File: src/logic/gfs_pkg.sv
// Purpose: constants shared by the gating and fault supervisor
// Assumes: 20 MHz ref_clk, samples as signed codes on the same clock
// Notes:   limits are given in physical units and scaled to codes here
package gfs_pkg;

  // ----------------------------------------------------------------
  // clock and sampling rates
  // ----------------------------------------------------------------
  localparam int GFS_CLK_HZ       = 20_000_000;
  localparam int GFS_FAST_KSPS    = 150;
  localparam int GFS_FAST_DIV     = GFS_CLK_HZ / (GFS_FAST_KSPS * 1000);
  localparam int GFS_SLOW_SPS     = 1000;
  localparam int GFS_SLOW_DIV     = GFS_CLK_HZ / GFS_SLOW_SPS;
  localparam int GFS_DIV_W        = 16;

  // ----------------------------------------------------------------
  // sample codes and scaling
  // ----------------------------------------------------------------
  localparam int GFS_SMP_W        = 13;
  localparam int GFS_I_PER_A      = 10;   // 0.1 A per code
  localparam int GFS_V_PER_V      = 2;    // 0.5 V per code
  localparam int GFS_T_PER_C      = 10;   // 0.1 degC per code
  localparam int GFS_S_PER_V10    = 10;   // 10 mV per code, in 0.1 V
  localparam int GFS_LEG_I_A      = 25;
  localparam int GFS_BUS_V_V      = 420;
  localparam int GFS_TEMP_C       = 90;
  localparam int GFS_SUP_LO_V10   = 45;
  localparam int GFS_SUP_HI_V10   = 55;
  localparam int GFS_LEG_I_LIM    = GFS_LEG_I_A * GFS_I_PER_A;
  localparam int GFS_BUS_V_LIM    = GFS_BUS_V_V * GFS_V_PER_V;
  localparam int GFS_TEMP_LIM     = GFS_TEMP_C * GFS_T_PER_C;
  localparam int GFS_SUP_LO_LIM   = GFS_SUP_LO_V10 * GFS_S_PER_V10;
  localparam int GFS_SUP_HI_LIM   = GFS_SUP_HI_V10 * GFS_S_PER_V10;
  localparam int GFS_SMP_MIN      = -(2 ** (GFS_SMP_W - 1));
  localparam int GFS_SMP_MAX      = (2 ** (GFS_SMP_W - 1)) - 1;

  // ----------------------------------------------------------------
  // monitor channels and fault bits
  // ----------------------------------------------------------------
  localparam int GFS_NFAST        = 2;
  localparam int GFS_NSLOW        = 3;
  localparam int GFS_F_VBUS       = 0;
  localparam int GFS_F_ILEG       = 1;
  localparam int GFS_S_T1         = 0;
  localparam int GFS_S_T2         = 1;
  localparam int GFS_S_SUP        = 2;
  localparam int GFS_NFLT         = GFS_NFAST + GFS_NSLOW;

  // ----------------------------------------------------------------
  // gating: bit0 A high, bit1 A low, bit2 B high, bit3 B low
  // ----------------------------------------------------------------
  localparam int GFS_NGATE        = 4;
  localparam logic [3:0] GFS_GATE_BLOCK  = 4'h0;
  localparam logic [3:0] GFS_GATE_BYPASS = 4'hA;
  localparam int GFS_IN_CMD_A     = 0;
  localparam int GFS_IN_CMD_B     = 1;
  localparam int GFS_IN_EN_A      = 2;
  localparam int GFS_IN_EN_B      = 3;
  localparam int GFS_G_AH         = 0;
  localparam int GFS_G_AL         = 1;
  localparam int GFS_G_BH         = 2;
  localparam int GFS_G_BL         = 3;

  typedef enum logic {
    GFS_GM_DIRECT = 1'b0,
    GFS_GM_CODED  = 1'b1
  } gfs_gmode_t;

endpackage : gfs_pkg

File: src/logic/gfs_mon_if.sv
// Purpose: carries samples and limits to a monitor, and its out-of-window flags back
// Assumes: all signals on ref_clk
// Notes:   one instance per monitor unit
`timescale 1ns/10ps
interface gfs_mon_if #(
  parameter int N = 2,
  parameter int W = 13
);
  logic                  sample_stb;
  logic [N-1:0][W-1:0]   sample;
  logic [N-1:0][W-1:0]   lo;
  logic [N-1:0][W-1:0]   hi;
  logic [N-1:0]          over;

  modport mon (
    input  sample_stb,
    input  sample,
    input  lo,
    input  hi,
    output over
  );
  modport sup (
    output sample_stb,
    output sample,
    output lo,
    output hi,
    input  over
  );
endinterface : gfs_mon_if

File: src/logic/gfs_monitor.sv
// Purpose: limit check of N signed sample channels on each sample strobe
// Assumes: strobe is a one-cycle enable from a divider
// Notes:   a flag holds the verdict of the latest sample of its channel
`timescale 1ns/10ps
module gfs_monitor
  import gfs_pkg::*;
#(
  parameter int N = 2
) (
  input wire logic ref_clk,
  input wire logic reset_n,
  gfs_mon_if.mon   mon
);

  logic [N-1:0] hit;
  logic [N-1:0] over_r;
  logic [N-1:0] over_nxt;

  // ----------------------------------------------------------------
  // per channel window compare
  // ----------------------------------------------------------------
  for (genvar i = 0; i < N; i++) begin : g_cmp
    assign hit[i] = ($signed(mon.sample[i]) > $signed(mon.hi[i])) ||
                    ($signed(mon.sample[i]) < $signed(mon.lo[i]));
  end

  always_comb begin
    over_nxt = mon.sample_stb ? hit : over_r;
  end

  always_ff @(posedge ref_clk) begin
    if (!reset_n) begin
      over_r <= '0;
    end else begin
      over_r <= over_nxt;
    end
  end

  assign mon.over = over_r;

endmodule : gfs_monitor

File: src/logic/gfs_supervisor.sv
// Purpose: gating and fault supervisor of a half/full-bridge module
// Assumes: optical inputs and ack buttons are asynchronous pins;
//          measurement codes come from converter logic on ref_clk
// Notes:   faults latch until the matching button is pressed
//
// Notes on behaviour
// (RL1) in direct mode each optical input drives its own gate output.
// (RL2) gate outputs are built from the received inputs, decoded if coded.
// (RL3) the fast monitor checks bus voltage and leg current at ~150 ksps.
// (RL4) the slow monitor checks temperatures and supply at 1 ksps.
// (RL5) default trips are |I| > 25 A, bus > 420 V, heatsink > 90 degC.
// (RL6) the 5 V supply trips below 4.5 V or above 5.5 V.
// (RL7) any fault forces all switches off, or bypass if its cause allows.
// (RL8) status flags are derived from the monitor fault indications.
// (RL9) the global error output is active low and drops on any fault.
// (RL10) a tripped fault stays latched until its button is pressed.
// (RL11) error and forced state follow the OR of all latched faults.
`timescale 1ns/10ps
module gfs_supervisor
  import gfs_pkg::*;
#(
  parameter int SLOW_DIV    = GFS_SLOW_DIV,
  parameter int LEG_I_LIM   = GFS_LEG_I_LIM,
  parameter int BUS_V_LIM   = GFS_BUS_V_LIM,
  parameter int TEMP_LIM    = GFS_TEMP_LIM,
  parameter int SUP_LO_LIM  = GFS_SUP_LO_LIM,
  parameter int SUP_HI_LIM  = GFS_SUP_HI_LIM
) (
  input  wire logic                  ref_clk,
  input  wire logic                  reset_n,
  input  wire logic [GFS_NGATE-1:0]  opt_gate_in,
  input  wire logic                  gate_mode,
  input  wire logic [GFS_NFLT-1:0]   bypass_cause_mask,
  input  wire logic [GFS_SMP_W-1:0]  bus_voltage,
  input  wire logic [GFS_SMP_W-1:0]  leg_current,
  input  wire logic [GFS_SMP_W-1:0]  heatsink_temp1,
  input  wire logic [GFS_SMP_W-1:0]  heatsink_temp2,
  input  wire logic [GFS_SMP_W-1:0]  main_supply_voltage,
  input  wire logic [GFS_NFLT-1:0]   ack_btn,
  output      logic [GFS_NGATE-1:0]  gate_out,
  output      logic                  global_error_n,
  output      logic [GFS_NFLT-1:0]   fault_latched,
  output      logic [GFS_NFLT-1:0]   fault_live,
  output      logic                  fault_fast,
  output      logic                  fault_slow,
  output      logic                  fast_sample_stb,
  output      logic                  slow_sample_stb
);

  // ----------------------------------------------------------------
  // limits as sample codes
  // ----------------------------------------------------------------
  localparam logic [GFS_SMP_W-1:0] ILIM_HI = GFS_SMP_W'(LEG_I_LIM);
  localparam logic [GFS_SMP_W-1:0] ILIM_LO = GFS_SMP_W'(-LEG_I_LIM);
  localparam logic [GFS_SMP_W-1:0] VLIM_HI = GFS_SMP_W'(BUS_V_LIM);
  localparam logic [GFS_SMP_W-1:0] TLIM_HI = GFS_SMP_W'(TEMP_LIM);
  localparam logic [GFS_SMP_W-1:0] SLIM_HI = GFS_SMP_W'(SUP_HI_LIM);
  localparam logic [GFS_SMP_W-1:0] SLIM_LO = GFS_SMP_W'(SUP_LO_LIM);
  localparam logic [GFS_SMP_W-1:0] SMIN    = GFS_SMP_W'(GFS_SMP_MIN);
  localparam logic [GFS_DIV_W-1:0] FAST_LAST =
    GFS_DIV_W'(GFS_FAST_DIV - 1);
  localparam logic [GFS_DIV_W-1:0] SLOW_LAST = GFS_DIV_W'(SLOW_DIV - 1);

  // ----------------------------------------------------------------
  // pin synchronisers
  // ----------------------------------------------------------------
  logic [GFS_NGATE-1:0] gin_m_r;
  logic [GFS_NGATE-1:0] gin_s_r;
  logic [GFS_NFLT-1:0]  ack_m_r;
  logic [GFS_NFLT-1:0]  ack_s_r;
  logic [GFS_NFLT-1:0]  ack_d_r;
  logic [GFS_NFLT-1:0]  ack_edge;

  // the first stage feeds only the second; edges use stage two and its delayed copy
  always_ff @(posedge ref_clk) begin
    if (!reset_n) begin
      gin_m_r <= GFS_GATE_BLOCK;
      gin_s_r <= GFS_GATE_BLOCK;
      ack_m_r <= '0;
      ack_s_r <= '0;
      ack_d_r <= '0;
    end else begin
      gin_m_r <= opt_gate_in;
      gin_s_r <= gin_m_r;
      ack_m_r <= ack_btn;
      ack_s_r <= ack_m_r;
      ack_d_r <= ack_s_r;
    end
  end

  // a held button clears once; a fault still present re-latches
  assign ack_edge = ack_s_r & ~ack_d_r;

  // ----------------------------------------------------------------
  // sample rate dividers
  // ----------------------------------------------------------------
  logic [GFS_DIV_W-1:0] fdiv_r;
  logic [GFS_DIV_W-1:0] fdiv_nxt;
  logic [GFS_DIV_W-1:0] sdiv_r;
  logic [GFS_DIV_W-1:0] sdiv_nxt;
  logic                 fstb_r;
  logic                 fstb_nxt;
  logic                 sstb_r;
  logic                 sstb_nxt;

  // fast rate rounds down to 133 cycles, slightly above 150 ksps
  always_comb begin
    fstb_nxt = (fdiv_r == FAST_LAST);                   // see RL3
    fdiv_nxt = fstb_nxt ? '0 : fdiv_r + 1'b1;
    sstb_nxt = (sdiv_r == SLOW_LAST);                   // see RL4
    sdiv_nxt = sstb_nxt ? '0 : sdiv_r + 1'b1;
  end

  always_ff @(posedge ref_clk) begin
    if (!reset_n) begin
      fdiv_r <= '0;
      sdiv_r <= '0;
      fstb_r <= 1'b0;
      sstb_r <= 1'b0;
    end else begin
      fdiv_r <= fdiv_nxt;
      sdiv_r <= sdiv_nxt;
      fstb_r <= fstb_nxt;
      sstb_r <= sstb_nxt;
    end
  end

  assign fast_sample_stb = fstb_r;
  assign slow_sample_stb = sstb_r;

  // ----------------------------------------------------------------
  // fast and slow monitor units
  // ----------------------------------------------------------------
  gfs_mon_if #(.N(GFS_NFAST), .W(GFS_SMP_W)) fast_monitor_unit ();
  gfs_mon_if #(.N(GFS_NSLOW), .W(GFS_SMP_W)) slow_monitor_unit ();

  // bus voltage is one-sided; leg current checks both polarities
  assign fast_monitor_unit.sample_stb          = fstb_r;     // see RL3
  assign fast_monitor_unit.sample[GFS_F_VBUS]  = bus_voltage;
  assign fast_monitor_unit.sample[GFS_F_ILEG]  = leg_current;
  assign fast_monitor_unit.hi[GFS_F_VBUS]      = VLIM_HI;    // see RL5
  assign fast_monitor_unit.lo[GFS_F_VBUS]      = SMIN;
  assign fast_monitor_unit.hi[GFS_F_ILEG]      = ILIM_HI;    // see RL5
  assign fast_monitor_unit.lo[GFS_F_ILEG]      = ILIM_LO;    // see RL5

  assign slow_monitor_unit.sample_stb          = sstb_r;     // see RL4
  assign slow_monitor_unit.sample[GFS_S_T1]    = heatsink_temp1;
  assign slow_monitor_unit.sample[GFS_S_T2]    = heatsink_temp2;
  assign slow_monitor_unit.sample[GFS_S_SUP]   = main_supply_voltage;
  assign slow_monitor_unit.hi[GFS_S_T1]        = TLIM_HI;    // see RL5
  assign slow_monitor_unit.lo[GFS_S_T1]        = SMIN;
  assign slow_monitor_unit.hi[GFS_S_T2]        = TLIM_HI;    // see RL5
  assign slow_monitor_unit.lo[GFS_S_T2]        = SMIN;
  assign slow_monitor_unit.hi[GFS_S_SUP]       = SLIM_HI;    // see RL6
  assign slow_monitor_unit.lo[GFS_S_SUP]       = SLIM_LO;    // see RL6

  gfs_monitor #(.N(GFS_NFAST)) u_fast_mon (
    .ref_clk (ref_clk),
    .reset_n (reset_n),
    .mon     (fast_monitor_unit)
  );

  gfs_monitor #(.N(GFS_NSLOW)) u_slow_mon (
    .ref_clk (ref_clk),
    .reset_n (reset_n),
    .mon     (slow_monitor_unit)
  );

  // ----------------------------------------------------------------
  // fault latches and status
  // ----------------------------------------------------------------
  logic [GFS_NFLT-1:0] live;
  logic [GFS_NFLT-1:0] latch_r;
  logic [GFS_NFLT-1:0] latch_nxt;
  logic                err_n_r;
  logic                err_n_nxt;
  logic                ffast_r;
  logic                ffast_nxt;
  logic                fslow_r;
  logic                fslow_nxt;

  assign live = {slow_monitor_unit.over, fast_monitor_unit.over};

  // set beats clear, so a fault seen during the press is kept
  always_comb begin
    latch_nxt = (latch_r & ~ack_edge) | live;           // see RL10
    err_n_nxt = ~(|latch_nxt);                          // see RL9, RL11
    ffast_nxt = |latch_nxt[GFS_NFAST-1:0];              // see RL8
    fslow_nxt = |latch_nxt[GFS_NFLT-1:GFS_NFAST];       // see RL8
  end

  always_ff @(posedge ref_clk) begin
    if (!reset_n) begin
      latch_r <= '0;
      err_n_r <= 1'b1;
      ffast_r <= 1'b0;
      fslow_r <= 1'b0;
    end else begin
      latch_r <= latch_nxt;
      err_n_r <= err_n_nxt;
      ffast_r <= ffast_nxt;
      fslow_r <= fslow_nxt;
    end
  end

  assign fault_latched  = latch_r;                      // see RL8
  assign fault_live     = live;                         // see RL8
  assign fault_fast     = ffast_r;
  assign fault_slow     = fslow_r;
  assign global_error_n = err_n_r;

  // ----------------------------------------------------------------
  // gating path
  // ----------------------------------------------------------------
  logic [GFS_NGATE-1:0] decoded;
  logic [GFS_NGATE-1:0] gate_r;
  logic [GFS_NGATE-1:0] gate_nxt;
  gfs_gmode_t           mode;

  assign mode = gfs_gmode_t'(gate_mode);

  // coded mode: per leg one command and one enable; the low switch takes
  // the complement of the command, so shoot-through cannot be coded
  always_comb begin
    decoded = GFS_GATE_BLOCK;
    unique case (mode)
      GFS_GM_DIRECT: begin
        decoded = gin_s_r;                              // see RL1
      end
      GFS_GM_CODED: begin
        decoded[GFS_G_AH] = gin_s_r[GFS_IN_EN_A] &
                            gin_s_r[GFS_IN_CMD_A];      // see RL2
        decoded[GFS_G_AL] = gin_s_r[GFS_IN_EN_A] &
                            ~gin_s_r[GFS_IN_CMD_A];
        decoded[GFS_G_BH] = gin_s_r[GFS_IN_EN_B] &
                            gin_s_r[GFS_IN_CMD_B];
        decoded[GFS_G_BL] = gin_s_r[GFS_IN_EN_B] &
                            ~gin_s_r[GFS_IN_CMD_B];
      end
    endcase
  end

  // bypass only when every latched cause allows it; else all blocked
  always_comb begin
    gate_nxt = decoded;                                 // see RL2
    if (|latch_nxt) begin                               // see RL11
      if ((latch_nxt & ~bypass_cause_mask) == '0) begin
        gate_nxt = GFS_GATE_BYPASS;                     // see RL7
      end else begin
        gate_nxt = GFS_GATE_BLOCK;                      // see RL7
      end
    end
  end

  always_ff @(posedge ref_clk) begin
    if (!reset_n) begin
      gate_r <= GFS_GATE_BLOCK;
    end else begin
      gate_r <= gate_nxt;
    end
  end

  assign gate_out = gate_r;

endmodule : gfs_supervisor

File: config.mk
export PLATFORM = sky130hd
export DESIGN_NAME = gfs_supervisor
export DESIGN_NICKNAME = d
export VERILOG_FILES = /design/src/logic/gfs_pkg.sv /design/src/logic/gfs_mon_if.sv /design/src/logic/gfs_monitor.sv /design/src/logic/gfs_supervisor.sv
export SDC_FILE = /design/constraint.sdc
export NUM_CORES = 1
export LEC_CHECK = 0
export BUFFER_PORTS_ARGS = -buffer_cell sky130_fd_sc_hd__buf_2
export CORE_ASPECT_RATIO = 1.1
export CORE_MARGIN = 1.5
export CORE_UTILIZATION = 34
export DETAILED_ROUTE_END_ITERATION = 12
export GPL_TIMING_DRIVEN = 1
export SLEW_MARGIN = 0
export SYNTH_ARGS = -nofsm -noshare
export SYNTH_HDL_FRONTEND = slang
export SYNTH_SLANG_ARGS = --single-unit
File: constraint.sdc
create_clock -name ref_clk -period 1.9 [get_ports ref_clk]
set_input_delay 0.38 -clock ref_clk [delete_from_list [all_inputs] [get_ports ref_clk]]
set_output_delay 0.38 -clock ref_clk [all_outputs]
set_load 0.005 [all_outputs]
After elaboration in Yosys (flattened, before gate mapping)
Index checks and enable logic that the tools add are counted.
- logic and storage cells: 60
- register bits: 74
- bits of input ports: 82
- equal/unequal tests: 2
- add/sub/neg operators: 2
- bitwise operators: 16
- mux-type cells: 3
- order comparisons: 10
- reduce and logical (&&, ||, !) cells: 11
- operator list (operator ; number):
    $gt 13x11->1 const B ; 4
    $lt 13x13->1 const B ; 3
    $add 16x1->16 const B ; 2
    $eq 16x15->1 const B ; 1
    $eq 16x8->1 const B ; 1
    $and 5x5->5 ; 3
    $not 5->5 ; 3
    $gt 13x9->1 const B ; 1
    $lt 13x10->1 const B ; 1
    $lt 13x9->1 const B ; 1
    $mux 4 ; 2
    $pmux 4 s2 ; 1
    $reduce_or 2->1 ; 3
    $logic_not 5->1 ; 1
    $logic_or 1x1->1 ; 5
    $not 1->1 ; 5
    $or 5x5->5 ; 1
    $reduce_or 5->1 ; 1
    $and 1x1->1 ; 4
    $reduce_or 3->1 ; 1

Depth between registers and ports, before layout
- word-level depth: 9
- mapped depth: 7
- mapped depth without buffers: 5

Modules after synthesis
From an unflattened synthesis, not the netlist that was laid out.
- cells, all modules: 737
- area total of the unflattened synthesis: 6035.8 µm²
- by module, submodules not included (module ; cells each ; times used ; area each (µm²) ; sequential area each (µm²)):
    gfs_supervisor ; 275 ; 1 ; 2631.3 ; 1381.3
    gfs_monitor (u_slow_mon) ; 280 ; 1 ; 2044.5 ; 60.1
    gfs_monitor (u_fast_mon) ; 182 ; 1 ; 1360.1 ; 40.0

Least setup slack after synthesis
OpenSTA, ideal clock, no wires.
- path kind: register to register
- start point: register fdiv_r[0]
- end point: register fdiv_r[6]
- path slack: 0.119 ns
- arrival time: 1.666 ns
- library setup time: 0.114 ns
- stages on the path, launching flop included: 7
- cells stage by stage: dfxtp_1 inv_1 ha_1 or4b_4 o41ai_4 buf_6 nor2_1
- word-level cells in the longest chain between the ends: 2
- elaborated cells on any way between the ends: 3
- RTL lines (what ; RTL line ; source):
    start: declaration ; gfs_supervisor.sv:97 ; logic [GFS_DIV_W-1:0] fdiv_r;
    start signal: assignment ; gfs_supervisor.sv:121 ; fdiv_r <= fdiv_nxt;
    branches (longest 2 deep; another with $add 16x1->16) ; - ;
Several ways; the timed one is not identified.
A chain may end at the register's enable or synchronous reset.

Final worst setup path
- start point: register fdiv_r[0]
- end point: register fdiv_r[5]
The elaborated chain is that of the path after synthesis.

==> results.md <==
* Met2 Track Usage GR at between 20 and 30%
* Die area at roughly 0.0095 mm2
* Number of DRC markers in iteration 0 at 44
* Detailed placement HPWL at 5.11 mm
* Syn Std Cell Area at 0.00302 mm2
* Core Region at between 0.008 and 0.009 mm2
* Final Hold Viols at 0
* Slew Limit Headroom at 73.1%
* Clock power frac at 39.8%
* Library cells used by synthesis at 50
* Clk_lat worst skew at 0.34 ns
* Comb pwr share at 6.7%
* Largest net degree at the start of global routing at 33
* Layout net count at 520
* EDFF count, synth at 0
* Worst slew pin tran at between 0.3 and 0.4 ns
* TritonCTS Sinks at 74
* Ports at slightly above 100
* F_max at 561 MHz
* P_sw at 0.652 mW
* Max-cap viol count at 0
* Worst path required time at 2.12 ns
* Period utilisation layout at 93.8%
* RSZ-0062 raised after global routing: false
* GP Congestion at 0.860
* Site Rows at 35
* Layout Area Growth over Synthesis at 29.3%
* Leak at 1.69 nW
* Synth warn at 0
* CP Max Fanout at 10
* Avg Inst Size Synth at 9.41 um2
* Worst path arrival time at 2.01 ns
* Crit path from: fdiv_r[0]
* Share of layout cells above drive strength 1 at a little under a third
* Cell taking the most area after synthesis: dfxtp_1
* TNS Setup at 0 ns
* Predominant post-synthesis flop cell: dfxtp_1
* Top cells by area, synth: dfxtp_1 49%, and2_1 5.6%, xor2_1 4.9%
* Critical Path Sink: fdiv_r[5]
* Global routing usage on met3 at 3.87%
* WL final at 6.59 mm
* Sw frac at 21.8%
* Startpoint types: register
* Height of the die at 102 um
* Cts bufs inserted at 9
* Post-synthesis register bit count at 74
* Final WS setup at 0.118 ns
* CP Class: register to register
* CTS tree: done
* DP Worst Slack at 0.123 ns
* P_int at 2.34 mW
* Hold_buf cts at 0
* Clk_skew at 0.00881 ns
* PortBufs at 100
* Hold Path Class: input pin to register
* Initial Util at a little over a third
* Met1 Usage GRT at 16.5%
* Synthesized instance count at about 320
* Clock root cell: clkbuf_8
* Most common cell in the netlist: dfxtp_1
* Total grt overflow at 0
* Cts repair resizes at 0
* Detailed Routing Iterations Pass 1 at 4
* Outcome: complete, no violations
* Residual DRC at 0
* Reg-to-Reg End: fdiv_r[5]
* Clock tree buffer depth at 2
* Reg2reg start: fdiv_r[0]
* Post-DRT Antenna Nets at 0
* Die span in x at 92.8 um
* P per Cell Area at 767 mW/mm2
* Vias at approximately 2.7k
* Antenna violations before repair at 0
* Nature of the critical path endpoint: register
* Synth cell count leaders: 74 x dfxtp_1, 39 x nor2_1, 27 x and2_1, 17 x xor2_1, 16 x a21oi_1
* Worst R2R Path Depth at 6
* Hold depth at 2
* Final setup violation count at 0
* Synthesized net count at 406
* Global Route Usage Sum at 14.4%
* Sequential-to-total area share from yosys stat at 49.1%
* CTS H-Tree Depth at 3
* Setup Buffers After CTS at 0
* Worst VDD drop at 0.000341 V
* Slew Limit Fails at 0
* Flop pwr share at 53.4%
* CTS clk-pin slew, worst paths at ~0.080 ns
* Asr flop ratio synth at 0%
* First-pass GRT wire length at 10.8 mm
* Share of Yosys cell area claimed by the top area cell type at 49.1%
* ANT cells at 0
* R2R setup slack at 0.12 ns
* WL/cell at 12.0 um
* Vias in the first global route at 2,488
* Via density at 4.81
* Tmin final at approximately 1.8 ns
* Gr busiest metal: met2
-- metrics by stage --
stage | hold WS, ns | instances | total power [mW] | util [%] | instance area [um2]
after floorplan | 0.412 | 321 | 1.72 | - | 3020
after global placement | 0.419 | 535 | 1.84 | 43.7 | 3710
after detailed placement | 0.423 | 535 | 1.84 | 43.7 | 3710
after CTS | 0.229 | 551 | 3.03 | 46.0 | 3910
after global routing | 0.232 | 551 | 3.13 | 46.0 | 3910
final | 0.243 | 551 | 2.99 | 46.0 | 3910
-- metal layers --
layer	part of all wire, %	up-vias
met2	49	71
met1	44	1198
li1	-	1374
met3	5.4	10
met5	0	-
met4	1.7	0
-- how the worst min path moves through the flow --
stage                   startpoint    endpoint
floorplan               ack_m_r[0]  ack_s_r[0]
global placement        ack_m_r[1]  ack_s_r[1]
detailed placement      ack_m_r[3]  ack_s_r[3]
CTS                     ack_btn[2]  ack_m_r[2]
global route        opt_gate_in[2]  gin_m_r[2]
finish                  ack_btn[2]  ack_m_r[2]
-- power groups by stage --
stage	clock network [mW]	logic, mW	registers (mW)
after detailed placement	0	0.205	1.64
after CTS	1.23	0.206	1.60
after global placement	0	0.201	1.64
after floorplan	0	0.0881	1.63
after global routing	1.30	0.228	1.60
final	1.19	0.202	1.60
-- logic make-up (layout without fill, tap and decap cells) --
| group | after synthesis | in the layout | share of synthesized area [%] |
|---|---|---|---|
| mux | 1 | 1 | 0.332 |
| flops | 74 | 74 | 49.1 |
| simple gates | 150 | 150 | 27.9 |
| xor+xnor | 24 | 24 | 6.96 |
| compound gates | 49 | 49 | 11.7 |
| buf+inv | 20 | 139 | 2.82 |
| fa+ha+maj | 3 | 3 | 1.24 |
-- cell type report --
type,instances,area [um2]
Clock buffer,12,145
Multi-Input combinational cell,227,1450
Clock inverter,4,51.3
Tap cell,111,139
Timing Repair Buffer,113,598
Sequential cell,74,1480
Fill cell,851,4590
Inverter,10,37.5
-- cells in the final DEF, fill, tap and decap left out, types with 11 or more instances in the layout --
| cell type | netlist | final |
|---|---|---|
| buf_4 | 0 | 13 |
| nor2_1 | 39 | 39 |
| nand3_1 | 13 | 13 |
| a21oi_1 | 16 | 16 |
| nand4_1 | 11 | 11 |
| o21ai_0 | 11 | 11 |
| and2_1 | 27 | 27 |
| dfxtp_1 | 74 | 74 |
| xor2_1 | 17 | 17 |
| buf_2 | 1 | 100 |
| nand2_1 | 14 | 14 |
-- registers in the layout, indices dropped and copies added (netlist names) --
signal and cells:
fast_sample_stb 1, ack_m_r 5, ack_d_r 5, sdiv_r 16, gin_m_r 4, fault_latched 5
fault_slow 1, global_error_n 1, slow_sample_stb 1, u_slow_mon.mon.over 3, fault_fast 1, gate_out 4
fdiv_r 16, u_fast_mon.mon.over 2, gin_s_r 4, ack_s_r 5
-- worst max-delay path, cell delays in order (launching register included) --
cell,delay (ns)
dfxtp_1,0.33
inv_1,0.06
ha_1,0.14
or4b_4,0.48
o41ai_4,0.37
buf_4,0.22
nor2_1,0.06
(Power assumes the default switching activity.)
